## config.mk

```make
export PLATFORM = sky130hd
export DESIGN_NAME = pcsc_cap_fields
export DESIGN_NICKNAME = d
export VERILOG_FILES = /design/src/design/pcsc_pkg.sv /design/src/design/pcsc_msg_pulse.sv /design/src/design/pcsc_cap_fields.sv
export SDC_FILE = /design/constraint.sdc
export NUM_CORES = 1
export LEC_CHECK = 0
export BUFFER_PORTS_ARGS = -buffer_cell sky130_fd_sc_hd__buf_2
export CAP_MARGIN = 10
export CELL_PAD_IN_SITES_DETAIL_PLACEMENT = 1
export CELL_PAD_IN_SITES_GLOBAL_PLACEMENT = 2
export CORE_ASPECT_RATIO = 1.25
export CORE_UTILIZATION = 12
export CTS_CLUSTER_DIAMETER = 120
export DETAILED_ROUTE_END_ITERATION = 10
export MAX_ROUTING_LAYER = met4
export PLACE_DENSITY_LB_ADDON = 0.25
export SETUP_SLACK_MARGIN = 0.2
export SYNTH_ARGS = -nofsm -noshare
export SYNTH_HDL_FRONTEND = slang
export SYNTH_HIERARCHICAL = 1
export SYNTH_SLANG_ARGS = --single-unit
```

## constraint.sdc

```tcl
create_clock -name I_CLK -period 1 [get_ports I_CLK]
set_input_delay 0 -clock I_CLK [delete_from_list [all_inputs] [get_ports I_CLK]]
set_output_delay 0 -clock I_CLK [all_outputs]
set_load 0.005 [all_outputs]
```

## src/design/pcsc_pkg.sv

```systemverilog
// Contract
// - slot capability fields exist only in root port mode with a slot implemented
// - slot status kept inside the express capabilities register, not a separate structure; here it is its own word at OFS_SLOT_STS, OFS_EXP_CAP reads zero
// - power scale code 0..3 selects multiplier 1.0, 0.1, 0.01, 0.001
// - power scale reads zero before initialisation
// - write to slot power register makes port send a power limit message
// - slot power limit holds 0..255, times scale gives watts
// - slot number holds configured value 0..8191
// - l0s acceptable latency is read-only field of device capabilities
// - l0s acceptable latency defaults to the 64 ns code
// - l1 acceptable latency is read-only field of device capabilities
// - l1 acceptable latency defaults to the 1 us code
// - endpoint never enters l0s or l1 itself, only reports latencies
// - acceptable latency fields do not apply in root port mode
// - vendor capability exposes fixed read-only 16-bit user identifier
// - vendor capability exposes fixed read-only 4-bit revision
// - vendor capability exposes fixed read-only 16-bit board type identifier
`default_nettype none
package pcsc_pkg;
	localparam int ADDR_W = 12;
	localparam logic [11:0] OFS_EXP_CAP = 12'h080;
	localparam logic [11:0] OFS_DEV_CAP = 12'h084;
	localparam logic [11:0] OFS_SLOT_CAP = 12'h094;
	localparam logic [11:0] OFS_SLOT_STS = 12'h098;
	localparam logic [11:0] OFS_VSEC_HDR = 12'h200;
	localparam logic [11:0] OFS_VSEC_ID = 12'h204;
	localparam logic [11:0] OFS_VSEC_BOARD = 12'h208;
	localparam logic [11:0] OFS_STATUS = 12'h20c;
	// device capabilities field positions
	localparam int DC_L0S_LSB = 6;
	localparam int DC_L1_LSB = 9;
	// slot capabilities field positions
	localparam int SC_LIMIT_LSB = 7;
	localparam int SC_SCALE_LSB = 15;
	localparam int SC_NUM_LSB = 19;
	localparam int VH_REV_LSB = 16;
	localparam int ST_SLOT_EN = 0;
	localparam int ST_L0S = 1;
	localparam int ST_L1 = 2;
	localparam logic [2:0] LAT_L0S_64NS = 3'h0;
	localparam logic [2:0] LAT_L1_1US = 3'h0;
	localparam logic [2:0] LAT_NO_LIMIT = 3'h7;
	localparam logic [1:0] SCALE_RESET = 2'h0;
	localparam logic [31:0] RD_ZERO = 32'h0000_0000;
	localparam int MSG_PULSE_NS = 16;
	localparam int CLK_NS = 8;
	localparam int MSG_CYC = (MSG_PULSE_NS + CLK_NS - 1) / CLK_NS;
	typedef enum logic [1:0] {
		PCSC_SCALE_1X = 2'b00,
		PCSC_SCALE_0P1X = 2'b01,
		PCSC_SCALE_0P01X = 2'b10,
		PCSC_SCALE_0P001X = 2'b11
	} pcsc_scale_t;
	typedef struct packed {
		logic wr;
		logic rd;
		logic [11:0] addr;
		logic [31:0] wdata;
	} pcsc_req_t;
	typedef struct packed {
		logic [1:0] scale;
		logic [7:0] limit;
	} pcsc_power_t;
endpackage
`default_nettype wire

```

## src/design/pcsc_msg_pulse.sv

```systemverilog
`default_nettype none
module pcsc_msg_pulse
	import pcsc_pkg::*;
#(
	parameter int LEN = MSG_CYC
) (
	input wire logic clk,
	input wire logic rstn,
	input wire logic trig,
	output logic busy
);
	typedef enum logic [1:0] {
		PCSC_IDLE = 2'b00,
		PCSC_SEND = 2'b01
	} pcsc_mstate_t;
	pcsc_mstate_t state;
	logic [7:0] cnt;
	// a trigger during a send restarts the busy window
	always_ff @(posedge clk or negedge rstn) begin
		if (!rstn) begin
			state <= PCSC_IDLE;
			cnt <= 8'h00;
		end else begin
			case (state)
				PCSC_IDLE: begin
					if (trig) begin
						state <= PCSC_SEND;
						cnt <= 8'(LEN - 1);
					end
				end
				PCSC_SEND: begin
					if (trig) begin
						cnt <= 8'(LEN - 1);
					end else if (cnt == 8'h00) begin
						state <= PCSC_IDLE;
					end else begin
						cnt <= cnt - 8'h01;
					end
				end
				default: state <= PCSC_IDLE;
			endcase
		end
	end
	assign busy = (state == PCSC_SEND);
endmodule
`default_nettype wire

```

## src/design/pcsc_cap_fields.sv

```systemverilog
// The plain strobed port is this design's own decision.
`default_nettype none
module pcsc_cap_fields
	import pcsc_pkg::*;
#(
	parameter bit ROOT_PORT = 1'b0,
	parameter bit SLOT_IMPL = 1'b0,
	parameter logic [7:0] SLOT_LIMIT = 8'h00,
	parameter logic [12:0] SLOT_NUMBER = 13'h0000,
	parameter logic [2:0] L0S_LAT = LAT_L0S_64NS,
	parameter logic [2:0] L1_LAT = LAT_L1_1US,
	// identification values below are arbitrary
	parameter logic [15:0] VSEC_VENDOR_EXT_USER_IDENTIFIER = 16'h0abc,
	parameter logic [3:0] VSEC_REV = 4'h1,
	parameter logic [15:0] VSEC_BOARD_ID = 16'h0123
) (
	// clock and reset
	input wire logic I_CLK,
	input wire logic I_RSTN,
	// register port
	input wire logic [11:0] I_ADDR,
	input wire logic [31:0] I_WDATA,
	input wire logic I_WR,
	input wire logic I_RD,
	output logic [31:0] O_RDATA,
	// slot power message
	output logic O_PWR_MSG,
	output logic [9:0] O_PWR_VAL
);
	pcsc_req_t req;
	pcsc_power_t pwr;
	logic slot_en;
	logic lat_en;
	logic scale_wr;
	logic msg_busy;
	logic [31:0] next_rdata;
	logic [31:0] dev_cap;
	logic [31:0] slot_cap;
	logic wr_seen;
	logic msg_start;

	assign req = '{wr: I_WR, rd: I_RD, addr: I_ADDR, wdata: I_WDATA};

	// slot fields only in root port with slot
	assign slot_en = ROOT_PORT && SLOT_IMPL;
	// latency fields dropped in root port mode
	assign lat_en = !ROOT_PORT;
	// write to slot capability register triggers message
	assign scale_wr = req.wr && (req.addr == OFS_SLOT_CAP) && slot_en;

	// scale code kept as written, the only writable slot field
	always_ff @(posedge I_CLK or negedge I_RSTN) begin
		if (!I_RSTN) begin
			pwr.scale <= SCALE_RESET;
			pwr.limit <= 8'h00;
		end else if (scale_wr) begin
			pwr.scale <= I_WDATA[SC_SCALE_LSB +: 2];
			// limit fixed by build, reloaded with every write
			pwr.limit <= SLOT_LIMIT;
		end
	end

	pcsc_msg_pulse #(
		.LEN(MSG_CYC)
	) u_msg (
		.clk(I_CLK),
		.rstn(I_RSTN),
		.trig(scale_wr),
		.busy(msg_busy)
	);

	// one message per accepted write
	// a rewrite during a send still reaches the link, so no scale is lost
	always_ff @(posedge I_CLK or negedge I_RSTN) begin
		if (!I_RSTN) begin
			wr_seen <= 1'b0;
		end else begin
			wr_seen <= scale_wr;
		end
	end
	assign msg_start = wr_seen;

	always_ff @(posedge I_CLK or negedge I_RSTN) begin
		if (!I_RSTN) begin
			O_PWR_MSG <= 1'b0;
			O_PWR_VAL <= 10'h000;
		end else begin
			O_PWR_MSG <= msg_start;
			if (msg_start) begin
				O_PWR_VAL <= {pwr.scale, pwr.limit};
			end
		end
	end

	// l0s and l1 latency fields, read only
	always_comb begin
		dev_cap = RD_ZERO;
		if (lat_en) begin
			dev_cap[DC_L0S_LSB +: 3] = L0S_LAT;
			dev_cap[DC_L1_LSB +: 3] = L1_LAT;
		end
	end

	// slot number and limit in slot capability word
	always_comb begin
		slot_cap = RD_ZERO;
		if (slot_en) begin
			slot_cap[SC_LIMIT_LSB +: 8] = SLOT_LIMIT;
			slot_cap[SC_SCALE_LSB +: 2] = pwr.scale;
			slot_cap[SC_NUM_LSB +: 13] = SLOT_NUMBER;
		end
	end

	// reads return constants except the slot scale and slot status busy bit, writes have no other effect
	always_comb begin
		next_rdata = RD_ZERO;
		case (req.addr)
			OFS_EXP_CAP: next_rdata = RD_ZERO;
			OFS_DEV_CAP: next_rdata = dev_cap;
			OFS_SLOT_CAP: next_rdata = slot_cap;
			// slot status word within express capability area
			OFS_SLOT_STS: next_rdata = {31'h0, msg_busy && slot_en};
			OFS_VSEC_HDR: next_rdata = {12'h000, VSEC_REV, 16'h0000};
			OFS_VSEC_ID: next_rdata = {16'h0000, VSEC_VENDOR_EXT_USER_IDENTIFIER};
			OFS_VSEC_BOARD: next_rdata = {16'h0000, VSEC_BOARD_ID};
			// no link power state, only reports enables
			OFS_STATUS: next_rdata = {29'h0, lat_en, lat_en, slot_en};
			default: next_rdata = RD_ZERO;
		endcase
	end

	always_ff @(posedge I_CLK or negedge I_RSTN) begin
		if (!I_RSTN) begin
			O_RDATA <= RD_ZERO;
		end else if (req.rd) begin
			O_RDATA <= next_rdata;
		end else begin
			O_RDATA <= RD_ZERO;
		end
	end
endmodule
`default_nettype wire

```

==> results.py, run 1 <==
metrics = {
    "place": {
        "dpl.hpwl_um": 863,
        "placed_cell_area_um2": 593,
        "io_buffers": 25,
        "place_congestion": 0.616,
        "placed_cells": 135,
    },
    "logic_synthesis": {
        "ys_seq_area_share_pct": 26.7,
        "synth-seq-cells": 6,
        "synthCells": 61,
        "syn-cell-area_um2": 562,
        "ys.warnings.count": 6,
        "synth-xor-area-share_pct": 0,
        "yosys.area_share.simple_pct": 14.7,
        "synth_top_family_by_area": "buffers and inverters",
        "synthAdderAreaFrac_pct": 0,
        "synth_compound_area_share_pct": 4.90,
        "syn_area_per_cell_um2": 9.21,
        "synth.area.mux_share_pct": 0,
        "ys_types": 14,
    },
    "clock_network": {
        "clockBufferDepth": 2,
        "htreeDepth": 1,
        "clock_sinks": 6,
        "cts.clk_slew.worst_paths_ns": 0.03,
        "cts_tree": "done",
        "root_buffer": "clkbuf_8",
        "cts_buffers": 3,
    },
    "critical_path": {
        "crit_arrival_ns": 1.05,
        "slowest_delay_ns": 0.58,
        "path_max_fanout": 6,
        "worstSetupPathType": "in2reg",
        "critPathTopFamily": "simple AND/OR/NAND/NOR gates",
        "crit_chain": "buf_6 > or4b_4 > buf_4 > nor4_2",
        "slowest_stage": "or4b_4",
        "worstSetupStartpointType": "input pin",
        "path_depth": 4,
        "worstSetupEndpointType": "flip-flop",
        "cp-startpoint": "I_ADDR[10]",
        "cp.buffers_inverters": 2,
        "cp.required_ns": 1.12,
        "crit_path_end": "O_RDATA[8]",
    },
    "finish": {
        "drive_gt1_share_pct": 42.7,
        "largestRegisters": "O_RDATA (6)",
        "antennaDiodeCount": 0,
        "final_cell_mix": "conb_1, buf_2, dfrtp_1, nor4_1, clkbuf_8",
        "largest_reg_flops": 6,
        "final_cells": 140,
        "fin_area_um2": 673,
        "regMostFlops": "O_RDATA",
        "mostFrequentLayoutCell": "conb_1",
        "area_delta_synth_final_pct": 19.8,
        "final_nets": 132,
    },
    "grt": {
        "grt_pass1_wl_mm": 1.20,
        "grt_pass1_vias": 282,
        "grt_max_degree": 7,
        "antenna_found_initial": 0,
        "grt_use_total_pct": 3.49,
        "grt_overflow": 0,
    },
    "die": {
        "core_um2": 4460,
        "die_area_um2": 4960,
        "die_width_um": 63.2,
        "pin_count": 91,
        "rows": 27,
        "start_util_pct": 12.6,
        "die_height_um": 78.5,
    },
    "status": {
        "status": "finished clean",
    },
    "power_and_ir_drop": {
        "seqPwrFrac_pct": 35.3,
        "p_leak_nw": 0.366,
        "ir_worst_vdd_v": 0.000245,
        "intPower_uw": 541,
        "netSwitchingPower_uw": 151,
        "p_per_area_nw_per_um2": 1030,
        "p_comb_share_pct": 14.1,
        "swShare_pct": 21.8,
        "clkPwrFrac_pct": 50.6,
    },
    "routing": {
        "drt_first_pass_iters": 2,
        "drc": 0,
        "drtAntennaViolNets": 0,
        "wirelength_um": 955,
        "dr_total_vias": 364,
        "vias_per_cell": 2.60,
        "wl_per_cell_um": 6.82,
        "drt_iter0_drc": 10,
    },
    "hold_path": {
        "min-delay-path-class": "in2reg",
        "whs_path_depth": 3,
    },
    "sta": {
        "period_share_pct": 92.9,
        "final_max_slew_viol_count": 0,
        "finalHoldViolCount": 0,
        "setup_violations": 0,
        "rsz0062_at_grt": "yes",
        "finalCriticalPeriod_ns": 0.929,
        "clock.fmax_mhz": 1080,
    },
    "flow_run": {
        "max-cap-violations": 0,
    },
}
[power by group through the flow]
stage | Sequential [mW] | Combinational (mW) | Clock [mW]
final | 0.244 | 0.0974 | 0.350
after global placement | 0.247 | 0.0827 | 0
after detailed placement | 0.247 | 0.0835 | 0
after floorplan | 0.247 | 0.145 | 0
after CTS | 0.244 | 0.0890 | 0.359
after global routing | 0.244 | 0.110 | 0.369
[kinds of logic (layout without fill, tap and decap cells)]
| kind of cell | after synthesis | in the layout |
|---|---|---|
| simple gates | 11 | 11 |
| buf+inv | 42 | 32 |
| flops | 6 | 6 |
| compound gates | 1 | 1 |
| other cells | 1 | 32 |
[metal layers]
metal | part of all wire, % | up-vias | GRT usage (%) | routed length, um
met3 | 12 | 2 | 1.89 | 119
met1 | 43 | 156 | 4.17 | 415
li1 | - | 168 | - | -
met2 | 42 | 38 | 4.19 | 404
met4 | 1.8 | 0 | 2.73 | 17
met5 | 0 | - | - | 0
[Yosys cell counts]
cell,n,area (um2)
buf_4,37,278
conb_1,1,3.75
or3b_2,1,8.76
a2111oi_4,1,27.5
dfrtp_1,6,150
nor2_1,1,3.75
nor4b_2,1,15.0
nor4_1,4,25.0
or4b_1,1,10.0
inv_1,2,7.51
buf_2,1,5.00
nand2b_1,2,12.5
or4_1,1,7.51
clkbuf_1,2,7.51
[tightest hold or removal path, cell delays in order]
cell    delay (ns)
buf_2         0.12
inv_1         0.05
nor4_1        0.04
[per-stage QoR]
stage | util (%) | TNS [ns] | setup slack [ns] | hold slack [ns] | total power, mW
after floorplan | - | -0.0606 | -0.0493 | -0.296 | 0.392
after global placement | 13.3 | -0.718 | -0.190 | -0.177 | 0.330
after detailed placement | 13.3 | -0.719 | -0.150 | -0.175 | 0.331
after CTS | 14.6 | 0 | 0.0844 | 0.0412 | 0.693
after global routing | 15.1 | 0 | 0.00923 | 0.0667 | 0.724
final | 15.1 | 0 | 0.0710 | 0.0379 | 0.692
[area by class of cell]
class	count	area [um2]
fill	568	3790
timing repair buffer	27	155
multi-input combinational	44	246
inverter	2	7.51
sequential	6	150
clock buffer	3	41.3
tap	58	72.6
[how the worst min path moves through the flow]
| stage | startpoint | to |
|---|---|---|
| after global placement | I_RSTN | O_RDATA[11] |
| after CTS | I_ADDR[3] | O_RDATA[1] |
| final | I_ADDR[3] | O_RDATA[1] |
| after floorplan | I_RSTN | O_RDATA[11] |
| after detailed placement | I_RSTN | O_RDATA[5] |
| after global routing | I_ADDR[2] | O_RDATA[2] |
[repair_timing]
item / CTS / global route
setup buffers: 0 / 1
pin swaps: 3 / 4
gates resized for setup: 1 / 3
hold buffers: 1 / 0
gates cloned: 0 / 0
hold endpoints to repair: 6 / 0
endpoints found under the setup margin: 6 / 6
Power figures use the tool's default switching activity.
==> inputs of run 2 (changes only) <==
--- a/config.mk
+++ b/config.mk
@@ -15,8 +15,8 @@
 export DETAILED_ROUTE_END_ITERATION = 10
 export MAX_ROUTING_LAYER = met4
 export PLACE_DENSITY_LB_ADDON = 0.25
+export RECOVER_POWER = 100
 export SETUP_SLACK_MARGIN = 0.2
 export SYNTH_ARGS = -nofsm -noshare
 export SYNTH_HDL_FRONTEND = slang
-export SYNTH_HIERARCHICAL = 1
 export SYNTH_SLANG_ARGS = --single-unit
==> results.py, run 2 <==
metrics = {
    "routing": {
        "drt_iter0_drc": 7,
        "wl_per_cell_um": 6.90,
        "vias_per_cell": 2.60,
        "dr_total_vias": 364,
        "drtAntennaViolNets": 0,
        "drt_first_pass_iters": 2,
        "drc": 0,
        "wirelength_um": 966,
    },
    "power_and_ir_drop": {
        "ir_worst_vdd_v": 0.000248,
        "seqPwrFrac_pct": 35.5,
        "p_leak_nw": 0.335,
        "netSwitchingPower_uw": 151,
        "clkPwrFrac_pct": 50.8,
        "power.total_uw": 689,
        "intPower_uw": 538,
        "p_comb_share_pct": 13.7,
        "swShare_pct": 21.9,
        "p_per_area_nw_per_um2": 1050,
    },
    "critical_path": {
        "slowest_delay_ns": 0.58,
        "crit_arrival_ns": 1.04,
        "cp.required_ns": 1.12,
        "slowest_stage": "or4b_4",
        "worstSetupEndpointType": "flip-flop",
        "worstSetupStartpointType": "input pin",
        "cp.buffers_inverters": 2,
        "worstSetupPathType": "in2reg",
        "path_max_fanout": 6,
        "critPathTopFamily": "simple AND/OR/NAND/NOR gates",
        "crit_chain": "clkbuf_2 > or4b_4 > clkbuf_4 > nor4_2",
    },
    "grt": {
        "grt_pass1_vias": 282,
        "grt_overflow": 0,
        "grt_use_total_pct": 3.49,
        "grt_max_degree": 7,
        "antenna_found_initial": 0,
        "grt_pass1_wl_mm": 1.20,
    },
    "place": {
        "dpl.hpwl_um": 863,
        "placed_cell_area_um2": 593,
        "place_ws_ns": -0.150,
        "io_buffers": 25,
        "place_congestion": 0.616,
    },
    "finish": {
        "area_delta_synth_final_pct": 17.1,
        "final_nets": 132,
        "drive_gt1_share_pct": 34.1,
        "final_core_util_pct": 14.8,
        "mostFrequentLayoutCell": "conb_1",
        "regMostFlops": "O_RDATA",
        "antennaDiodeCount": 0,
        "final_cell_mix": "conb_1, buf_2, clkbuf_1, dfrtp_1",
        "largestRegisters": "O_RDATA (6)",
        "largest_reg_flops": 6,
        "fin_area_um2": 658,
    },
    "die": {
        "core_um2": 4460,
        "pin_count": 91,
        "die_height_um": 78.5,
        "die_area_um2": 4960,
        "start_util_pct": 12.6,
        "rows": 27,
        "die_width_um": 63.2,
    },
    "clock_network": {
        "clock_sinks": 6,
        "htreeDepth": 1,
        "cts.clk_slew.worst_paths_ns": 0.03,
        "clockBufferDepth": 2,
        "root_buffer": "clkbuf_8",
        "cts_tree": "done",
        "cts_buffers": 3,
    },
    "sta": {
        "finalCriticalPeriod_ns": 0.925,
        "clock.fmax_mhz": 1080,
        "finalHoldViolCount": 0,
        "period_share_pct": 92.5,
        "rsz0062_at_grt": "yes",
        "setup_violations": 0,
        "finalSetupTns_ns": 0,
        "final_max_slew_viol_count": 0,
        "fin_ws_ns": 0.0752,
    },
    "logic_synthesis": {
        "yosysTopAreaCellShare_pct": 49.4,
        "syn_area_per_cell_um2": 9.21,
        "ys.warnings.count": 0,
        "ys.flop_type": "dfrtp_1",
        "synthCells": 61,
        "ys_async_sr_fraction_pct": 100,
        "synth-seq-cells": 6,
        "synth_enable_flop_cells": 0,
        "ys_seq_area_share_pct": 26.7,
        "synth_commonest_cells": "buf_4, dfrtp_1, nor4_1",
        "yosys.area.top_type": "buf_4",
        "syn-cell-area_um2": 562,
        "ys_types": 14,
        "synth_most_common_cell": "buf_4",
        "synthTopCellsByArea": "buf_4, dfrtp_1, a2111oi_4",
    },
    "status": {
        "status": "finished clean",
    },
    "hold_path": {
        "min-delay-path-class": "in2reg",
    },
    "flow_run": {
        "max-cap-violations": 0,
    },
}
-- run 2: power by group through the flow --
stage               clock network, mW  logic, mW  registers, mW
floorplan                           0      0.145          0.247
global placement                    0     0.0827          0.247
detailed placement                  0     0.0835          0.247
CTS                             0.359     0.0890          0.244
global route                    0.369      0.108          0.244
finish                          0.350     0.0942          0.244
-- run 2: per-layer routing --
metal	part of all wire [%]	global-route usage, %
met1	44	4.17
met3	13	1.89
met2	42	4.19
met5	0	-
met4	1.8	2.73
-- run 2: worst paths after layout --
check,to,cells past startpoint,start,slack (ns)
hold / removal,O_RDATA[1],3,I_ADDR[3],0.04
min in group asynchronous,O_RDATA[2],2,I_RSTN,0.19
setup / recovery,O_RDATA[8],4,I_ADDR[10],0.08
max in group asynchronous,O_RDATA[11],2,I_RSTN,0.58
-- run 2: layout make-up --
cell class | count | area (um2)
Clock buffer | 3 | 41.3
Fill cell | 572 | 3800
Inverter | 2 | 7.51
Multi-Input combinational cell | 44 | 246
Sequential cell | 6 | 150
Tap cell | 58 | 72.6
Timing Repair Buffer | 27 | 140
-- run 2: repair_timing --
action	in CTS	in global routing
buffers inserted	0	1
setup endpoints to repair	6	6
gates resized for setup	1	3
pin swaps	3	4
hold buffers	1	0
endpoints found under the hold margin	6	0
-- run 2: per-stage QoR --
| stage | hold WS (ns) | std cells |
|---|---|---|
| final | 0.0382 | 140 |
| after global routing | 0.0667 | 140 |
| after CTS | 0.0412 | 139 |
| after detailed placement | -0.175 | 135 |
| after global placement | -0.177 | 135 |
| after floorplan | -0.296 | 92 |
-- run 2: logic make-up (layout without fill, tap and decap cells) --
logic type,Yosys count,after routing,synth area share (%)
buf+inv,42,32,53.0
compound gates,1,1,4.90
flops,6,6,26.7
other cells,1,32,0.668
simple gates,11,11,14.7
-- run 2: tightest hold or removal path: stages --
cell    delay (ns)
buf_2         0.12
inv_1         0.05
nor4_1        0.04
